`src/verilog/amp_mode_regs.vh`:
```
// Constants for the amplifier mode, gain and level control block.
// Assumes a 25 MHz core clock; all gains are held in 0.5 dB units.
`ifndef AMP_MODE_REGS_VH
`define AMP_MODE_REGS_VH

// Core clock rate
`define CLK_FREQ_MHZ        25
`define CLK_FREQ_KHZ        25000

// Operating mode codes
`define MODE_SERIAL         2'h0
`define MODE_GAIN_SEL       2'h1
`define MODE_LEVEL_CTRL     2'h2

// Fixed gains in gain-select mode, 0.5 dB units
`define GAIN_SEL_00         7'h0C
`define GAIN_SEL_01         7'h18
`define GAIN_SEL_10         7'h24
`define GAIN_SEL_11         7'h30

// Level control preset and floor, 0.5 dB units
`define LEVEL_PRESET_GAIN   7'h24
`define LEVEL_MIN_GAIN      7'h02

// Serial mode gain: 46 steps of 0.5 dB upward from 1 dB
`define SERIAL_GAIN_BASE    7'h02
`define SERIAL_GAIN_TOP     6'h2E
`define SERIAL_MUTE_CODE    6'h3F

// Level controller timing in printed units
`define ATTACK_STEP_US      256
`define HOLD_MIN_MS         90
`define HOLD_MAX_MS         120
`define RELEASE_STEP_MS     128

// Cycle counts; attack and release are per 0.5 dB step
`define ATTACK_STEP_CYC     (`ATTACK_STEP_US * `CLK_FREQ_MHZ)
`define HOLD_CYC            (`HOLD_MIN_MS * `CLK_FREQ_KHZ)
`define RELEASE_STEP_CYC    (`RELEASE_STEP_MS * `CLK_FREQ_KHZ)

// Level controller states
`define LVL_IDLE            2'h0
`define LVL_ATTACK          2'h1
`define LVL_HOLD            2'h2
`define LVL_RELEASE         2'h3

// Settling edges before the mode is first latched
`define MODE_SETTLE_CYC     3'h4

`endif

```
`src/verilog/three_level_modulator.v`:
```
// One channel of three-level pulse density output modulation.
// Assumes a signed sample already scaled by the gain stage upstream.
`timescale 1ns/1ps

module three_level_modulator #(
  parameter SAMPLE_W = 16
) (
  input  wire                core_clk,
  input  wire                sys_rst,
  input  wire                enable,
  input  wire [SAMPLE_W-1:0] sample,
  output reg                 out_pos_leg,
  output reg                 out_neg_leg
);

  reg  [SAMPLE_W-1:0] acc;
  wire                negative;
  wire [SAMPLE_W-1:0] magnitude;
  wire [SAMPLE_W:0]   next_acc;

  // Magnitude drives pulse density; sign picks which leg leads
  assign negative  = sample[SAMPLE_W-1];
  assign magnitude = negative ? (~sample + {{(SAMPLE_W-1){1'b0}}, 1'b1}) : sample;
  assign next_acc  = {1'b0, acc} + {1'b0, magnitude};

  ////////////////////////////////////////////////////////////////////////////
  // Accumulate; carry out marks a differential pulse. Larger input means
  // more frequent carries, so density rises monotonically with level.
  always @(posedge core_clk or posedge sys_rst)
  begin
    if (sys_rst)
    begin
      acc         <= {SAMPLE_W{1'b0}};
      out_pos_leg <= 1'b0;
      out_neg_leg <= 1'b0;
    end
    else if (!enable)
    begin
      acc         <= {SAMPLE_W{1'b0}};
      out_pos_leg <= 1'b0;
      out_neg_leg <= 1'b0;
    end
    else
    begin
      acc <= next_acc[SAMPLE_W-1:0];
      if (next_acc[SAMPLE_W])
      begin
        out_pos_leg <= ~negative;
        out_neg_leg <= negative;
      end
      else
      begin
        // Both legs equal: zero differential, little load current
        out_pos_leg <= 1'b0;
        out_neg_leg <= 1'b0;
      end
    end
  end

endmodule // three_level_modulator

```
`src/verilog/amp_mode_gain_control.v`:
```
// Mode decode, gain selection, level controller and output stage control
// of a stereo switching amplifier. Assumes the analog front end senses the
// mode pin as two levels, a serial engine outside handles the two-wire bus,
// and an analog comparator reports output over threshold.
`timescale 1ns/1ps
`include "amp_mode_regs.vh"

module amp_mode_gain_control #(
  parameter        SAMPLE_W     = 16,
  parameter [21:0] ATTACK_CYC   = `ATTACK_STEP_CYC,
  parameter [21:0] HOLD_CYC     = `HOLD_CYC,
  parameter [21:0] RELEASE_CYC  = `RELEASE_STEP_CYC
) (
  input  wire                core_clk,
  input  wire                sys_rst,
  input  wire                shutdown_n,
  input  wire                mode_pin_low,
  input  wire                mode_pin_high,
  input  wire                ball_c3_in,
  input  wire                ball_c4_in,
  output reg                 ball_c4_out,
  output reg                 ball_c4_oe,
  input  wire                over_threshold,
  input  wire                serial_sda_drive_low,
  input  wire [5:0]          serial_gain_code,
  input  wire                serial_emission_limit,
  input  wire                serial_left_shutdown,
  input  wire                serial_right_shutdown,
  input  wire [SAMPLE_W-1:0] audio_left,
  input  wire [SAMPLE_W-1:0] audio_right,
  output reg  [1:0]          op_mode,
  output reg                 serial_if_enable,
  output reg                 bus_clk_in,
  output reg                 bus_data_in,
  output reg  [6:0]          gain_half_db,
  output reg                 mute,
  output reg                 auto_level_control,
  output reg                 emission_limit_on,
  output reg                 limiter_threshold_in,
  output reg  [1:0]          alc_state,
  output wire                out_pos_leg_left,
  output wire                out_neg_leg_left,
  output wire                out_pos_leg_right,
  output wire                out_neg_leg_right
);

  ////////////////////////////////////////////////////////////////////////////
  // Pin synchronisers: three stages, a change counts when stages 2 and 3
  // agree. Bit order: over, c4, c3, mode high, mode low, shutdown.
  localparam NSYNC = 6;

  reg  [NSYNC-1:0] sync1;
  reg  [NSYNC-1:0] sync2;
  reg  [NSYNC-1:0] sync3;
  reg  [NSYNC-1:0] pin_level;
  wire [NSYNC-1:0] agree;
  wire [NSYNC-1:0] raw_pins;

  assign raw_pins = {over_threshold, ball_c4_in, ball_c3_in,
                     mode_pin_high, mode_pin_low, shutdown_n};
  assign agree    = ~(sync2 ^ sync3);

  always @(posedge core_clk or posedge sys_rst)
  begin
    if (sys_rst)
    begin
      sync1     <= {NSYNC{1'b0}};
      sync2     <= {NSYNC{1'b0}};
      sync3     <= {NSYNC{1'b0}};
      pin_level <= {NSYNC{1'b0}};
    end
    else
    begin
      sync1     <= raw_pins;
      sync2     <= sync1;
      sync3     <= sync2;
      pin_level <= (sync3 & agree) | (pin_level & ~agree);
    end
  end

  wire dev_enabled = pin_level[0];
  wire mode_low_s  = pin_level[1];
  wire mode_high_s = pin_level[2];
  wire c3_s        = pin_level[3];
  wire c4_s        = pin_level[4];
  wire over_s      = pin_level[5];

  ////////////////////////////////////////////////////////////////////////////
  // Mode latch. Taken once the synchronisers have settled after reset, and
  // afterwards only while shut down, so a glitching strap cannot swap the
  // ball functions under a running amplifier.
  reg  [2:0] settle_cnt;
  reg        mode_valid;
  reg  [1:0] mode;
  reg  [1:0] next_mode;

  // High strap wins if both senses read active; that case is not legal
  always @*
  begin
    if (mode_high_s)
      next_mode = `MODE_GAIN_SEL;
    else if (mode_low_s)
      next_mode = `MODE_SERIAL;
    else
      next_mode = `MODE_LEVEL_CTRL;
  end

  always @(posedge core_clk or posedge sys_rst)
  begin
    if (sys_rst)
    begin
      settle_cnt <= 3'h0;
      mode_valid <= 1'b0;
      mode       <= `MODE_LEVEL_CTRL;
    end
    else if (settle_cnt != `MODE_SETTLE_CYC)
      settle_cnt <= settle_cnt + 3'h1;
    else if (!mode_valid || !dev_enabled)
    begin
      mode_valid <= 1'b1;
      mode       <= next_mode;
    end
  end

  wire in_serial = mode_valid && (mode == `MODE_SERIAL);
  wire in_gain   = mode_valid && (mode == `MODE_GAIN_SEL);
  wire in_level  = mode_valid && (mode == `MODE_LEVEL_CTRL);

  ////////////////////////////////////////////////////////////////////////////
  // Level controller: attack steps down, hold, release steps back up.
  // Timing is fixed; only threshold and emission enable reach the user.
  reg  [1:0]  lvl_state;
  reg  [21:0] lvl_cnt;
  reg  [6:0]  lvl_gain;

  always @(posedge core_clk or posedge sys_rst)
  begin
    if (sys_rst)
    begin
      lvl_state <= `LVL_IDLE;
      lvl_cnt   <= 22'h000000;
      lvl_gain  <= `LEVEL_PRESET_GAIN;
    end
    else if (!in_level || !dev_enabled)
    begin
      lvl_state <= `LVL_IDLE;
      lvl_cnt   <= 22'h000000;
      lvl_gain  <= `LEVEL_PRESET_GAIN;
    end
    else
    begin
      case (lvl_state)
        `LVL_IDLE:
        begin
          lvl_cnt <= 22'h000000;
          if (over_s)
            lvl_state <= `LVL_ATTACK;
        end
        `LVL_ATTACK:
        begin
          if (!over_s)
          begin
            lvl_state <= `LVL_HOLD;
            lvl_cnt   <= 22'h000000;
          end
          else if (lvl_cnt >= ATTACK_CYC - 22'h000001)
          begin
            lvl_cnt <= 22'h000000;
            if (lvl_gain > `LEVEL_MIN_GAIN)
              lvl_gain <= lvl_gain - 7'h01;
          end
          else
            lvl_cnt <= lvl_cnt + 22'h000001;
        end
        `LVL_HOLD:
        begin
          if (over_s)
          begin
            lvl_state <= `LVL_ATTACK;
            lvl_cnt   <= 22'h000000;
          end
          else if (lvl_cnt >= HOLD_CYC - 22'h000001)
          begin
            lvl_state <= `LVL_RELEASE;
            lvl_cnt   <= 22'h000000;
          end
          else
            lvl_cnt <= lvl_cnt + 22'h000001;
        end
        `LVL_RELEASE:
        begin
          if (over_s)
          begin
            lvl_state <= `LVL_ATTACK;
            lvl_cnt   <= 22'h000000;
          end
          else if (lvl_gain >= `LEVEL_PRESET_GAIN)
            lvl_state <= `LVL_IDLE;
          else if (lvl_cnt >= RELEASE_CYC - 22'h000001)
          begin
            lvl_cnt  <= 22'h000000;
            lvl_gain <= lvl_gain + 7'h01;
          end
          else
            lvl_cnt <= lvl_cnt + 22'h000001;
        end
        default:
        begin
          lvl_state <= `LVL_IDLE;
          lvl_cnt   <= 22'h000000;
        end
      endcase
    end
  end

  ////////////////////////////////////////////////////////////////////////////
  // Gain selection per mode
  reg  [6:0] next_gain;
  reg        next_mute;
  wire [5:0] serial_code_clamped;

  // Codes above the top step saturate; the all-ones code means mute
  assign serial_code_clamped = (serial_gain_code > `SERIAL_GAIN_TOP) ?
                               `SERIAL_GAIN_TOP : serial_gain_code;

  always @*
  begin
    next_gain = `LEVEL_PRESET_GAIN;
    next_mute = 1'b0;
    if (in_gain)
    begin
      case ({c4_s, c3_s})
        2'h0:    next_gain = `GAIN_SEL_00;
        2'h1:    next_gain = `GAIN_SEL_01;
        2'h2:    next_gain = `GAIN_SEL_10;
        default: next_gain = `GAIN_SEL_11;
      endcase
    end
    else if (in_serial)
    begin
      next_gain = `SERIAL_GAIN_BASE + {1'b0, serial_code_clamped};
      next_mute = (serial_gain_code == `SERIAL_MUTE_CODE);
    end
    else if (in_level)
      next_gain = lvl_gain;
  end

  ////////////////////////////////////////////////////////////////////////////
  // Registered control outputs and shared ball routing
  reg left_en;
  reg right_en;

  always @(posedge core_clk or posedge sys_rst)
  begin
    if (sys_rst)
    begin
      op_mode              <= `MODE_LEVEL_CTRL;
      serial_if_enable     <= 1'b0;
      bus_clk_in           <= 1'b1;
      bus_data_in          <= 1'b1;
      ball_c4_out          <= 1'b0;
      ball_c4_oe           <= 1'b0;
      gain_half_db         <= `LEVEL_PRESET_GAIN;
      mute                 <= 1'b0;
      auto_level_control   <= 1'b0;
      emission_limit_on    <= 1'b0;
      limiter_threshold_in <= 1'b0;
      alc_state            <= `LVL_IDLE;
      left_en              <= 1'b0;
      right_en             <= 1'b0;
    end
    else
    begin
      op_mode          <= mode;
      // Bus disabled outside serial mode; idle level high there
      serial_if_enable <= in_serial;
      bus_clk_in       <= in_serial ? c3_s : 1'b1;
      bus_data_in      <= in_serial ? c4_s : 1'b1;
      // Open drain: only ever pulls low
      ball_c4_out      <= 1'b0;
      ball_c4_oe       <= in_serial & serial_sda_drive_low;
      gain_half_db     <= next_gain;
      mute             <= next_mute;
      auto_level_control <= in_level;
      if (in_level)
        emission_limit_on <= c3_s;
      else if (in_serial)
        emission_limit_on <= serial_emission_limit;
      else
        emission_limit_on <= 1'b0;
      // Routes the ball to the analog threshold divider, 45 to 90 % rail
      limiter_threshold_in <= in_level;
      alc_state            <= lvl_state;
      left_en  <= dev_enabled && mode_valid && !next_mute &&
                  !(in_serial && serial_left_shutdown);
      right_en <= dev_enabled && mode_valid && !next_mute &&
                  !(in_serial && serial_right_shutdown);
    end
  end

  ////////////////////////////////////////////////////////////////////////////
  // Output stages, one per channel
  three_level_modulator #(
    .SAMPLE_W    (SAMPLE_W)
  ) u_mod_left (
    .core_clk    (core_clk),
    .sys_rst     (sys_rst),
    .enable      (left_en),
    .sample      (audio_left),
    .out_pos_leg (out_pos_leg_left),
    .out_neg_leg (out_neg_leg_left)
  );

  three_level_modulator #(
    .SAMPLE_W    (SAMPLE_W)
  ) u_mod_right (
    .core_clk    (core_clk),
    .sys_rst     (sys_rst),
    .enable      (right_en),
    .sample      (audio_right),
    .out_pos_leg (out_pos_leg_right),
    .out_neg_leg (out_neg_leg_right)
  );

endmodule // amp_mode_gain_control

```
`config.mk`:
```
export PLATFORM = sky130hd
export DESIGN_NAME = amp_mode_gain_control
export DESIGN_NICKNAME = d
export VERILOG_FILES = /design/src/verilog/three_level_modulator.v /design/src/verilog/amp_mode_gain_control.v
export VERILOG_INCLUDE_DIRS = /design/src /design/src/verilog
export SDC_FILE = /design/constraint.sdc
export NUM_CORES = 1
export LEC_CHECK = 0
export ABC_AREA = 0
export BUFFER_PORTS_ARGS = -buffer_cell sky130_fd_sc_hd__buf_2
export CELL_PAD_IN_SITES_DETAIL_PLACEMENT = 0
export CELL_PAD_IN_SITES_GLOBAL_PLACEMENT = 1
export CORE_MARGIN = 2
export CORE_UTILIZATION = 30
export CTS_BUF_LIST = sky130_fd_sc_hd__clkbuf_16
export CTS_CLUSTER_SIZE = 20
export DETAILED_ROUTE_END_ITERATION = 8
export GPL_TIMING_DRIVEN = 0
export PLACE_DENSITY = 0.62
export SLEW_MARGIN = 20
export SYNTH_ARGS = -nofsm -noshare
export SYNTH_HDL_FRONTEND = slang
export SYNTH_SLANG_ARGS = --single-unit
export TNS_END_PERCENT = 30
```
`constraint.sdc`:
```
create_clock -name core_clk -period 9.45 [get_ports core_clk]
set_input_delay 1.89 -clock core_clk [delete_from_list [all_inputs] [get_ports core_clk]]
set_output_delay 1.89 -clock core_clk [all_outputs]
set_load 0.01 [all_outputs]
```
==> results of run 1 <==
-- through the flow --
step	cell area, um^2	setup WS, ns	util [%]
2_1_floorplan	6890	4.47	-
3_3_place_gp	7610	2.74	33.7
3_5_place_dp	7660	4.21	34.0
4_1_cts	8240	4.65	36.5
5_1_grt	8240	4.35	36.5
6_report	8240	4.62	36.5
-- placed cells by master (no fill, tap or decap), drive strengths merged, types with 10 or more instances in the layout --
cell type / count
o21ai: 37
buf: 84
nand2b: 11
ha: 45
nor3: 10
and3: 14
inv: 46
nand3: 22
xnor2: 36
clkbuf: 33
o31ai: 13
or3: 10
nor2: 49
a22o: 10
a21oi: 46
nand4: 12
nand2: 60
and2: 19
a31oi: 13
xor2: 15
nor2b: 12
dfrtp: 109
-- cell families after synthesis --
family	after synthesis	share of synthesized area, %
AND/OR/NAND/NOR	253	19.0
multiplexers	9	1.36
other	1	0.0544
AO/OA/AOI/OAI	176	16.8
flip-flops	117	42.6
adder cells (fa/ha/maj)	54	9.91
buffers and inverters	61	3.83
XOR/XNOR	51	6.48
-- worst max-delay path by stage --
stage | startpoint | end | slack [ns]
CTS | audio_right[3] | u_mod_right.out_neg_leg$_DFF_PP0_ | 4.65
detailed placement | audio_right[3] | u_mod_right.out_neg_leg$_DFF_PP0_ | 4.21
global route | audio_right[3] | u_mod_right.out_neg_leg$_DFF_PP0_ | 4.35
floorplan | sys_rst | async pin | 4.47
finish | audio_right[3] | u_mod_right.out_neg_leg$_DFF_PP0_ | 4.62
global placement | sys_rst | sync1[1]$_DFF_PP0_ | 2.74
-- power breakdown --
group	internal [mW]	switching (mW)	total [mW]	leakage, nW
clock network	0.353	0.283	0.636	0.284
logic	0.231	0.282	0.513	2.01
registers	0.575	0.0314	0.607	1.50
-- layer usage --
metal | track usage, % | up-vias
met4 | 5.20 | 0
met2 | 23.6 | 76
li1 | - | 2795
met1 | 18.8 | 2656
met5 | 0 | -
met3 | 2.92 | 21
-- state kept, by name (all words and copies together), names as in the netlist, 6 cells and up, named ones only --
| name | cells |
|---|---|
| gain_half_db | 7 |
| u_mod_left.acc | 16 |
| sync3 | 6 |
| sync1 | 6 |
| sync2 | 6 |
| lvl_gain | 7 |
| u_mod_right.acc | 16 |
| lvl_cnt | 22 |
-- area by class of cell --
class                      instances  area [um^2]
clock buffer                      17          425
buffer                            26          133
inverter                          35          139
timing repair buffer              74          395
sequential                       117         2940
fill                            2297        14300
tap                              285          357
clock inverter                    15          153
multi-input combinational        544         3700
-- critical path: stages --
cell and delay [ns]:
buf_2 0.12, nor4_1 0.36, inv_1 0.10, nor3_1 0.19, nand2_1 0.10, or2_2 0.32
o21ai_0 0.20, xnor2_1 0.09, ha_1 0.27, clkbuf_1 0.28, nand3_1 0.12, o22a_1 0.23
a31oi_1 0.26, o31ai_1 0.14, a21boi_0 0.28, o211a_1 0.22
==> results.cfg, run 1 <==
[status]
status = completed

[synth]
async_reset_ff_share_pct = 100
synth_edf_count = 0
synth_nets = 820
synth.most_common_cell = dfrtp_1
synthesis.area_um2 = 6890
yosys_warnings = 0
synth_cell_types = 62
synth_area_leaders = dfrtp_1, ha_1, xnor2_1
avgSynthCellArea_um2 = 9.55
syn_inst = 722
ys_seq_elements = 117
synth_ff_type = dfrtp_1
yosysTopAreaCellShare_pct = 39.6
yosysSeqAreaShare_pct = 42.6
yosys-top-cells-count = dfrtp_1, nand2_1, nor2_1, a21oi_1, ha_1
synth_area_leader_cell = dfrtp_1

[route]
route.met3.wl_um = 470
highest_layer = met4
drtAntennaViolNets = 0
wl_per_cell_um = 14.9
drt_iter0_drc = 265
vias_per_cell = 4.98
wl_met2_mm = 7.90
met1_length_mm = 7.96
drcViolationCount = 0
totalWireLength_mm = 16.6
firstDrtPassIters = 4
dr_total_vias = 5548

[finish]
drive_above_1_share_pct = 17.0
diodes = 0
synthToLayoutAreaGrowth_pct = 19.6
fin_nets = 913
layout.cells.non_filler = 1113

[floorplanning]
fp.dieW_um = 156
dieArea_um2 = 24200
ios = 74
row_count = 55
fp.dieH_um = 156
start_util_pct = 30.5
core-area_um2 = 22600

[cts]
clockBufferDepth = 2
cts_sinks = 117
clkSlewWorstSetupHoldPaths_ns = 0.06
cts_hold_buf = 0
post_cts_resized = 0
cts_setup_buffers = 0
htreeDepth = 4
cts-root-buf = clkbuf_16
numCtsBuffers = 17
clkLatencyLatePin_ns = 0.42
cts_tree = built

[timing]
final.min_clock_period_ns = 4.83
tightest_slew_ns = 0.840
fin_hold_ws_ns = 0.347
report.final.slew_viol_count = 0
slew_headroom_pct = 43.2
tns_ns = 0
max_freq_mhz = 207
hold_viol_final = 0
rsz0062_at_grt = no
fin_crit_sh_pct = 51.1
setup_violations = 0
fin_skew_ns = 0.0107

[placed_design]
dp_cells = 1081
io_buffers = 72
post-dp-hpwl_mm = 12.1
routabilityCongestion = 0.785

[min_path]
worstHoldStart = sync1[5]$_DFF_PP0_
min_path_cells = 0
min_to = sync2[5]$_DFF_PP0_
hp-class = reg2reg

[worst_setup_path]
startpoint_type = input pin
cp.arrival_ns = 5.17
crit_type = in2reg
worstPathRequired_ns = 9.79
cp_max_fo = 8
r2r-start = u_mod_right.acc[1]$_DFF_PP0_
r2r_cells = 8
r2r_end = u_mod_right.acc[15]$_DFF_PP0_
ff2ff_setup_slack_ns = 6.64
endpoint_kind = flip-flop

[power]
leakagePower_nw = 3.79
ir_drop_v = 0.0000960
cellPowerDensity_nw_per_um2 = 213
power.total_mw = 1.76

[grt]
antenna_found_initial = 0
grt_pass1_wl_mm = 27.7
grt_pass1_vias = 5491
globalRouteOverflowTotal = 0
grt_usage_pct = 14.4
grt_max_degree = 93

[job]
maxCapViolations = 0
No activity file was read; power rests on OpenSTA's default activity.
==> run 2: changes to the inputs <==
--- a/config.mk
+++ b/config.mk
@@ -16,7 +16,7 @@
 export CTS_CLUSTER_SIZE = 20
 export DETAILED_ROUTE_END_ITERATION = 8
 export GPL_TIMING_DRIVEN = 0
-export PLACE_DENSITY = 0.62
+export PLACE_DENSITY = 0.65
 export SLEW_MARGIN = 20
 export SYNTH_ARGS = -nofsm -noshare
 export SYNTH_HDL_FRONTEND = slang
==> constraint.sdc (replaced) <==
create_clock -name core_clk -period 3.95 [get_ports core_clk]
set_input_delay 0.79 -clock core_clk [delete_from_list [all_inputs] [get_ports core_clk]]
set_output_delay 0.79 -clock core_clk [all_outputs]
set_load 0.01 [all_outputs]
==> run 2 against run 1 <==
Compared with the run above:
- count of clock-buffer cells in the layout stayed put
- die area is the same
- critical path depth shrank 4
- via count is 2.1% lower
- core utilization up 0.067 points
- largest cell class unchanged
- largest power group unchanged
==> results.cfg, run 2 (synthesized netlist as in run 1, its figures left out) <==
[finish]
layout.cells.non_filler = 1112
final_common_cell = dfrtp_1
drive_above_1_share_pct = 17.3
largest_register = lvl_cnt
fin_nets = 912
final_cell_mix = dfrtp_1, buf_2, nand2_1, nor2_1, a21oi_1
final_util_pct = 36.6
design_area_um2 = 8260
synthToLayoutAreaGrowth_pct = 19.8
reg_top3 = lvl_cnt x22, u_mod_left.acc x16, u_mod_right.acc x16
diodes = 0
largest_reg_flops = 22

[cts]
clkSlewWorstSetupHoldPaths_ns = 0.07
htreeDepth = 4
cts_hold_buf = 0
numCtsBuffers = 17
cts-root-buf = clkbuf_16
clkLatencyLatePin_ns = 0.43
clockBufferDepth = 2
cts_tree = built
cts_sinks = 117
cts_setup_buffers = 0

[min_path]
hp-class = reg2reg

[power]
cellPowerDensity_nw_per_um2 = 513
sw_frac_of_total_pct = 33.2
combPwrFrac_pct = 29.3
cellInternalPower_mw = 2.83
leakagePower_nw = 3.79
pwr-share-clk_pct = 36.5
p_seq_share_pct = 34.2
power.total_mw = 4.23
ir_drop_v = 0.000227
p_switching_mw = 1.41

[worst_setup_path]
startpoint_type = input pin
cp_common_cell = o21ai_0
crit_type = in2reg
cp_max_fo = 4
path_buf_inv = 1
cp_cell_sequence = buf_2, or4_1, or3_1, or2_1, o21ai_0, xnor2_1, ha_1, o21ai_0, a31oi_1, o31ai_1, a21boi_0, o211a_1
endpoint_kind = flip-flop
critPathTopFamily = compound AO/OA/AOI/OAI gates
worstPathRequired_ns = 4.26
slowest_stage = or4_1
slowest_delay_ns = 0.51
cp.arrival_ns = 3.89

[placed_design]
post-dp-hpwl_mm = 12.1
dp_cells = 1081
dpl-instance-area_um2 = 7660
routabilityCongestion = 0.799
io_buffers = 72
place_ws_ns = -0.305

[route]
totalWireLength_mm = 16.6
drt_iter0_drc = 269
drcViolationCount = 0
firstDrtPassIters = 4
wl_per_cell_um = 15.0
dr_total_vias = 5434
vias_per_cell = 4.89
drtAntennaViolNets = 0

[timing]
fin_skew_ns = 0.0228
slew_headroom_pct = 53.6
fin_crit_sh_pct = 90.7
rsz0062_at_grt = no
report.final.slew_viol_count = 0
final.min_clock_period_ns = 3.58
max_freq_mhz = 279
tightest_slew_ns = 0.690
hold_viol_final = 0
setup_violations = 0
worst_slack_ns = 0.368

[floorplanning]
fp.dieW_um = 156
core-area_um2 = 22600
start_util_pct = 30.5
ios = 74
dieArea_um2 = 24200
row_count = 55
fp.dieH_um = 156

[status]
status = completed

[job]
maxCapViolations = 0

[grt]
grt_usage_pct = 14.3
grt_pass1_wl_mm = 27.4
globalRouteOverflowTotal = 0
grt_pass1_vias = 5341
antenna_found_initial = 0
grt_max_degree = 64
## run 2: cell count changes in the layout (fill, tap and decap cells not counted), sizes merged
cell    previous run  this run
clkinv             3         4
inv               46        44
bufinv             0         1
clkbuf            33        32
## run 2: final timing paths
path | depth (start not counted) | endpoint | slack (ns) | startpoint
hold reg to reg | 0 | sync2[2]$_DFF_PP0_ | 0.35 | sync1[2]$_DFF_PP0_
min in group asynchronous | 2 | serial_if_enable$_DFF_PP0_ | 0.45 | sys_rst
hold / removal | 0 | sync2[2]$_DFF_PP0_ | 0.35 | sync1[2]$_DFF_PP0_
max in group asynchronous | 3 | lvl_gain[5]$_DFFE_PP1P_ | 2.73 | sys_rst
setup reg to reg | 8 | u_mod_right.acc[15]$_DFF_PP0_ | 1.19 | u_mod_right.acc[1]$_DFF_PP0_
setup / recovery | 12 | u_mod_left.out_neg_leg$_DFF_PP0_ | 0.37 | audio_left[6]
## run 2: routing by layer
| metal | track usage (%) | part of all wire [%] | routed length [um] |
|---|---|---|---|
| met3 | 3.28 | 2.4 | 404 |
| met1 | 18.7 | 48 | 7970 |
| met5 | 0 | 0 | 0 |
| met4 | 5.20 | 1.6 | 261 |
| met2 | 23.3 | 48 | 8000 |
## run 2: cell type report
type,instances,area [um^2]
Fill cell,2312,14300
Multi-Input combinational cell,544,3720
Sequential cell,117,2940
Clock buffer,17,425
Timing Repair Buffer,74,395
Tap cell,285,357
Clock inverter,15,161
Inverter,35,136
Buffer,25,129
## run 2: repair_timing
item / 4_1_cts / 5_1_grt
resized for setup: 0 / 2
endpoints found under the hold margin: 0 / 0
endpoints found under the setup margin: 0 / 3
## run 2: worst reg2reg max path: cells and delay by family (launching register included)
| family | cells | cell delay, ns |
|---|---|---|
| compound gates | 6 | 1.80 |
| fa+ha+maj | 1 | 0.30 |
| flops | 1 | 0.39 |
| mux | 1 | 0.15 |
## run 2: through the flow
stage | TNS, ns | hold slack, ns
2_1_floorplan | 0 | 0.331
3_3_place_gp | -181.26 | 0.333
3_5_place_dp | -0.803 | 0.335
4_1_cts | 0 | 0.348
5_1_grt | 0 | 0.352
6_report | 0 | 0.349
## run 2: power by group through the flow
stage               Sequential, mW  Clock, mW  Combinational (mW)
global route                  1.47       1.66                1.42
CTS                           1.45       1.60                1.25
detailed placement            1.47          0                1.24
global placement              1.47          0                1.23
finish                        1.45       1.55                1.24
floorplan                     1.47          0               0.938
==> run 3: changes to the inputs <==
--- a/config.mk
+++ b/config.mk
@@ -7,7 +7,6 @@
 export NUM_CORES = 1
 export LEC_CHECK = 0
 export ABC_AREA = 0
-export BUFFER_PORTS_ARGS = -buffer_cell sky130_fd_sc_hd__buf_2
 export CELL_PAD_IN_SITES_DETAIL_PLACEMENT = 0
 export CELL_PAD_IN_SITES_GLOBAL_PLACEMENT = 1
 export CORE_MARGIN = 2
@@ -15,8 +14,9 @@
 export CTS_BUF_LIST = sky130_fd_sc_hd__clkbuf_16
 export CTS_CLUSTER_SIZE = 20
 export DETAILED_ROUTE_END_ITERATION = 8
+export DONT_BUFFER_PORTS = 1
 export GPL_TIMING_DRIVEN = 0
-export PLACE_DENSITY = 0.65
+export PLACE_DENSITY = 0.61
 export SLEW_MARGIN = 20
 export SYNTH_ARGS = -nofsm -noshare
 export SYNTH_HDL_FRONTEND = slang
==> run 3 against run 2 <==
Compared with the run above:
- wire length down 2.2%
- core utilization down 1.7 points
- via count down 4.0%
- die area unchanged
- register-to-register slack better by 0.08 ns
- clock skew down 0.011 ns
- final cell count down 6.4%
- non-clock buffer count down 71
==> results.cfg, run 3 (synthesized netlist as in run 1, its figures left out) <==
[status]
status = completed

[worst_setup_path]
r2r_cells = 8
startpoint_type = input pin
crit_type = in2reg
ff2ff_setup_slack_ns = 1.27
endpoint_kind = flip-flop
r2r-start = u_mod_right.acc[1]$_DFF_PP0_
cp_max_fo = 8
r2r_end = u_mod_right.acc[15]$_DFF_PP0_
cp.arrival_ns = 3.92
worstPathRequired_ns = 4.30
cp-startpoint = audio_right[5]

[route]
drt_iter0_drc = 296
firstDrtPassIters = 4
drcViolationCount = 0
dr_total_vias = 5215
vias_per_cell = 5.01
wl_per_cell_um = 15.6
drtAntennaViolNets = 0
totalWireLength_mm = 16.3

[cts]
cts_setup_buffers = 0
cts_hold_buf = 0
clockBufferDepth = 2
clkSlewWorstSetupHoldPaths_ns = 0.07
cts_tree = built
post_cts_resized = 0
clkLatencyLatePin_ns = 0.43
htreeDepth = 4
numCtsBuffers = 17
cts_sinks = 117
cts-root-buf = clkbuf_16

[finish]
final_common_cell = dfrtp_1
largest_register = lvl_cnt
largest_reg_flops = 22
fin_nets = 841
synthToLayoutAreaGrowth_pct = 14.3
final_util_pct = 34.9
fillers = 2341
drive_above_1_share_pct = 9.13
layout.cells.non_filler = 1041
final_cell_mix = dfrtp_1, nand2_1, nor2_1, a21oi_1, ha_1
diodes = 0
reg_top3 = lvl_cnt x22, u_mod_left.acc x16, u_mod_right.acc x16

[grt]
grt_usage_pct = 14.3
grt_pass1_wl_mm = 27.3
antenna_found_initial = 0
grt_max_degree = 94
globalRouteOverflowTotal = 0
grt_pass1_vias = 5221

[power]
p_seq_share_pct = 35.5
cellPowerDensity_nw_per_um2 = 526
combPwrFrac_pct = 27.5
pwr-share-clk_pct = 36.9
sw_frac_of_total_pct = 33.9
ir_drop_v = 0.000235
p_switching_mw = 1.41
cellInternalPower_mw = 2.74
leakagePower_nw = 3.49
power.total_mw = 4.15

[timing]
tightest_slew_ns = 0.765
fin_skew_ns = 0.0118
rsz0062_at_grt = no
setup_violations = 0
max_freq_mhz = 280
slew_headroom_pct = 48.5
fin_crit_sh_pct = 90.3
tns_ns = 0
worst_slack_ns = 0.382
hold_viol_final = 0
final.min_clock_period_ns = 3.57
report.final.slew_viol_count = 0

[floorplanning]
core-area_um2 = 22600
ios = 74
fp.dieH_um = 156
fp.dieW_um = 156
row_count = 55
start_util_pct = 30.5
dieArea_um2 = 24200

[placed_design]
place_ws_ns = -0.0251
post-dp-hpwl_mm = 11.9
io_buffers = 0
dp_cells = 1009
routabilityCongestion = 0.759

[job]
maxCapViolations = 0

[min_path]
hp-class = in2async
[run 3: power by group through the flow]
| stage | clock [mW] | sequential (mW) | combinational (mW) |
|---|---|---|---|
| final | 1.53 | 1.47 | 1.14 |
| after global routing | 1.62 | 1.49 | 1.33 |
| after CTS | 1.57 | 1.48 | 1.15 |
| after detailed placement | 0 | 1.50 | 1.15 |
| after global placement | 0 | 1.49 | 1.14 |
| after floorplan | 0 | 1.47 | 0.938 |
[run 3: through the flow]
stage | hold slack [ns] | area [um^2]
global placement | 0.333 | 7250
floorplan | 0.331 | 6890
detailed placement | 0.336 | 7300
global route | 0.150 | 7880
CTS | 0.143 | 7880
finish | 0.147 | 7880
[run 3: per-layer routing]
| metal | wire [um] | vias to the layer above | GRT usage, % | part of all wire, % |
|---|---|---|---|---|
| li1 | - | 2633 | - | - |
| met1 | 7470 | 2504 | 18.3 | 46 |
| met2 | 8040 | 69 | 24.2 | 49 |
| met3 | 616 | 9 | 3.44 | 3.8 |
| met4 | 143 | 0 | 4.06 | 0.88 |
| met5 | 0 | - | 0 | 0 |
[run 3: area by class of cell]
type	instances	area [um^2]	area share [%]
multi-input cells	544	3700	47.0
flip-flops and latches	117	2940	37.3
clock buffers	17	425	5.40
well taps	285	357	4.53
clock inverters	15	151	1.92
inverters	35	139	1.76
plain buffers	26	133	1.68
repair buffers	2	32.5	0.413
[run 3: critical path, stage by stage]
cell and delay, ns:
nor4_1 0.33, inv_1 0.10, nor3_1 0.22, nand2_1 0.10
or2_2 0.33, o21ai_0 0.21, xnor2_1 0.09, ha_1 0.27
clkbuf_1 0.25, nand4_1 0.13, o22a_1 0.22, a31oi_1 0.25
o31ai_1 0.13, a21boi_0 0.27, o211a_1 0.22
[run 3: how the worst max path moves through the flow]
stage / end / slack, ns
finish: u_mod_right.out_neg_leg$_DFF_PP0_ / 0.38
global route: u_mod_right.out_neg_leg$_DFF_PP0_ / 0.01
CTS: u_mod_right.out_neg_leg$_DFF_PP0_ / 0.40
detailed placement: u_mod_right.out_neg_leg$_DFF_PP0_ / -0.03
global placement: sync1[1]$_DFF_PP0_ / -1.62
floorplan: async pin / 0.07
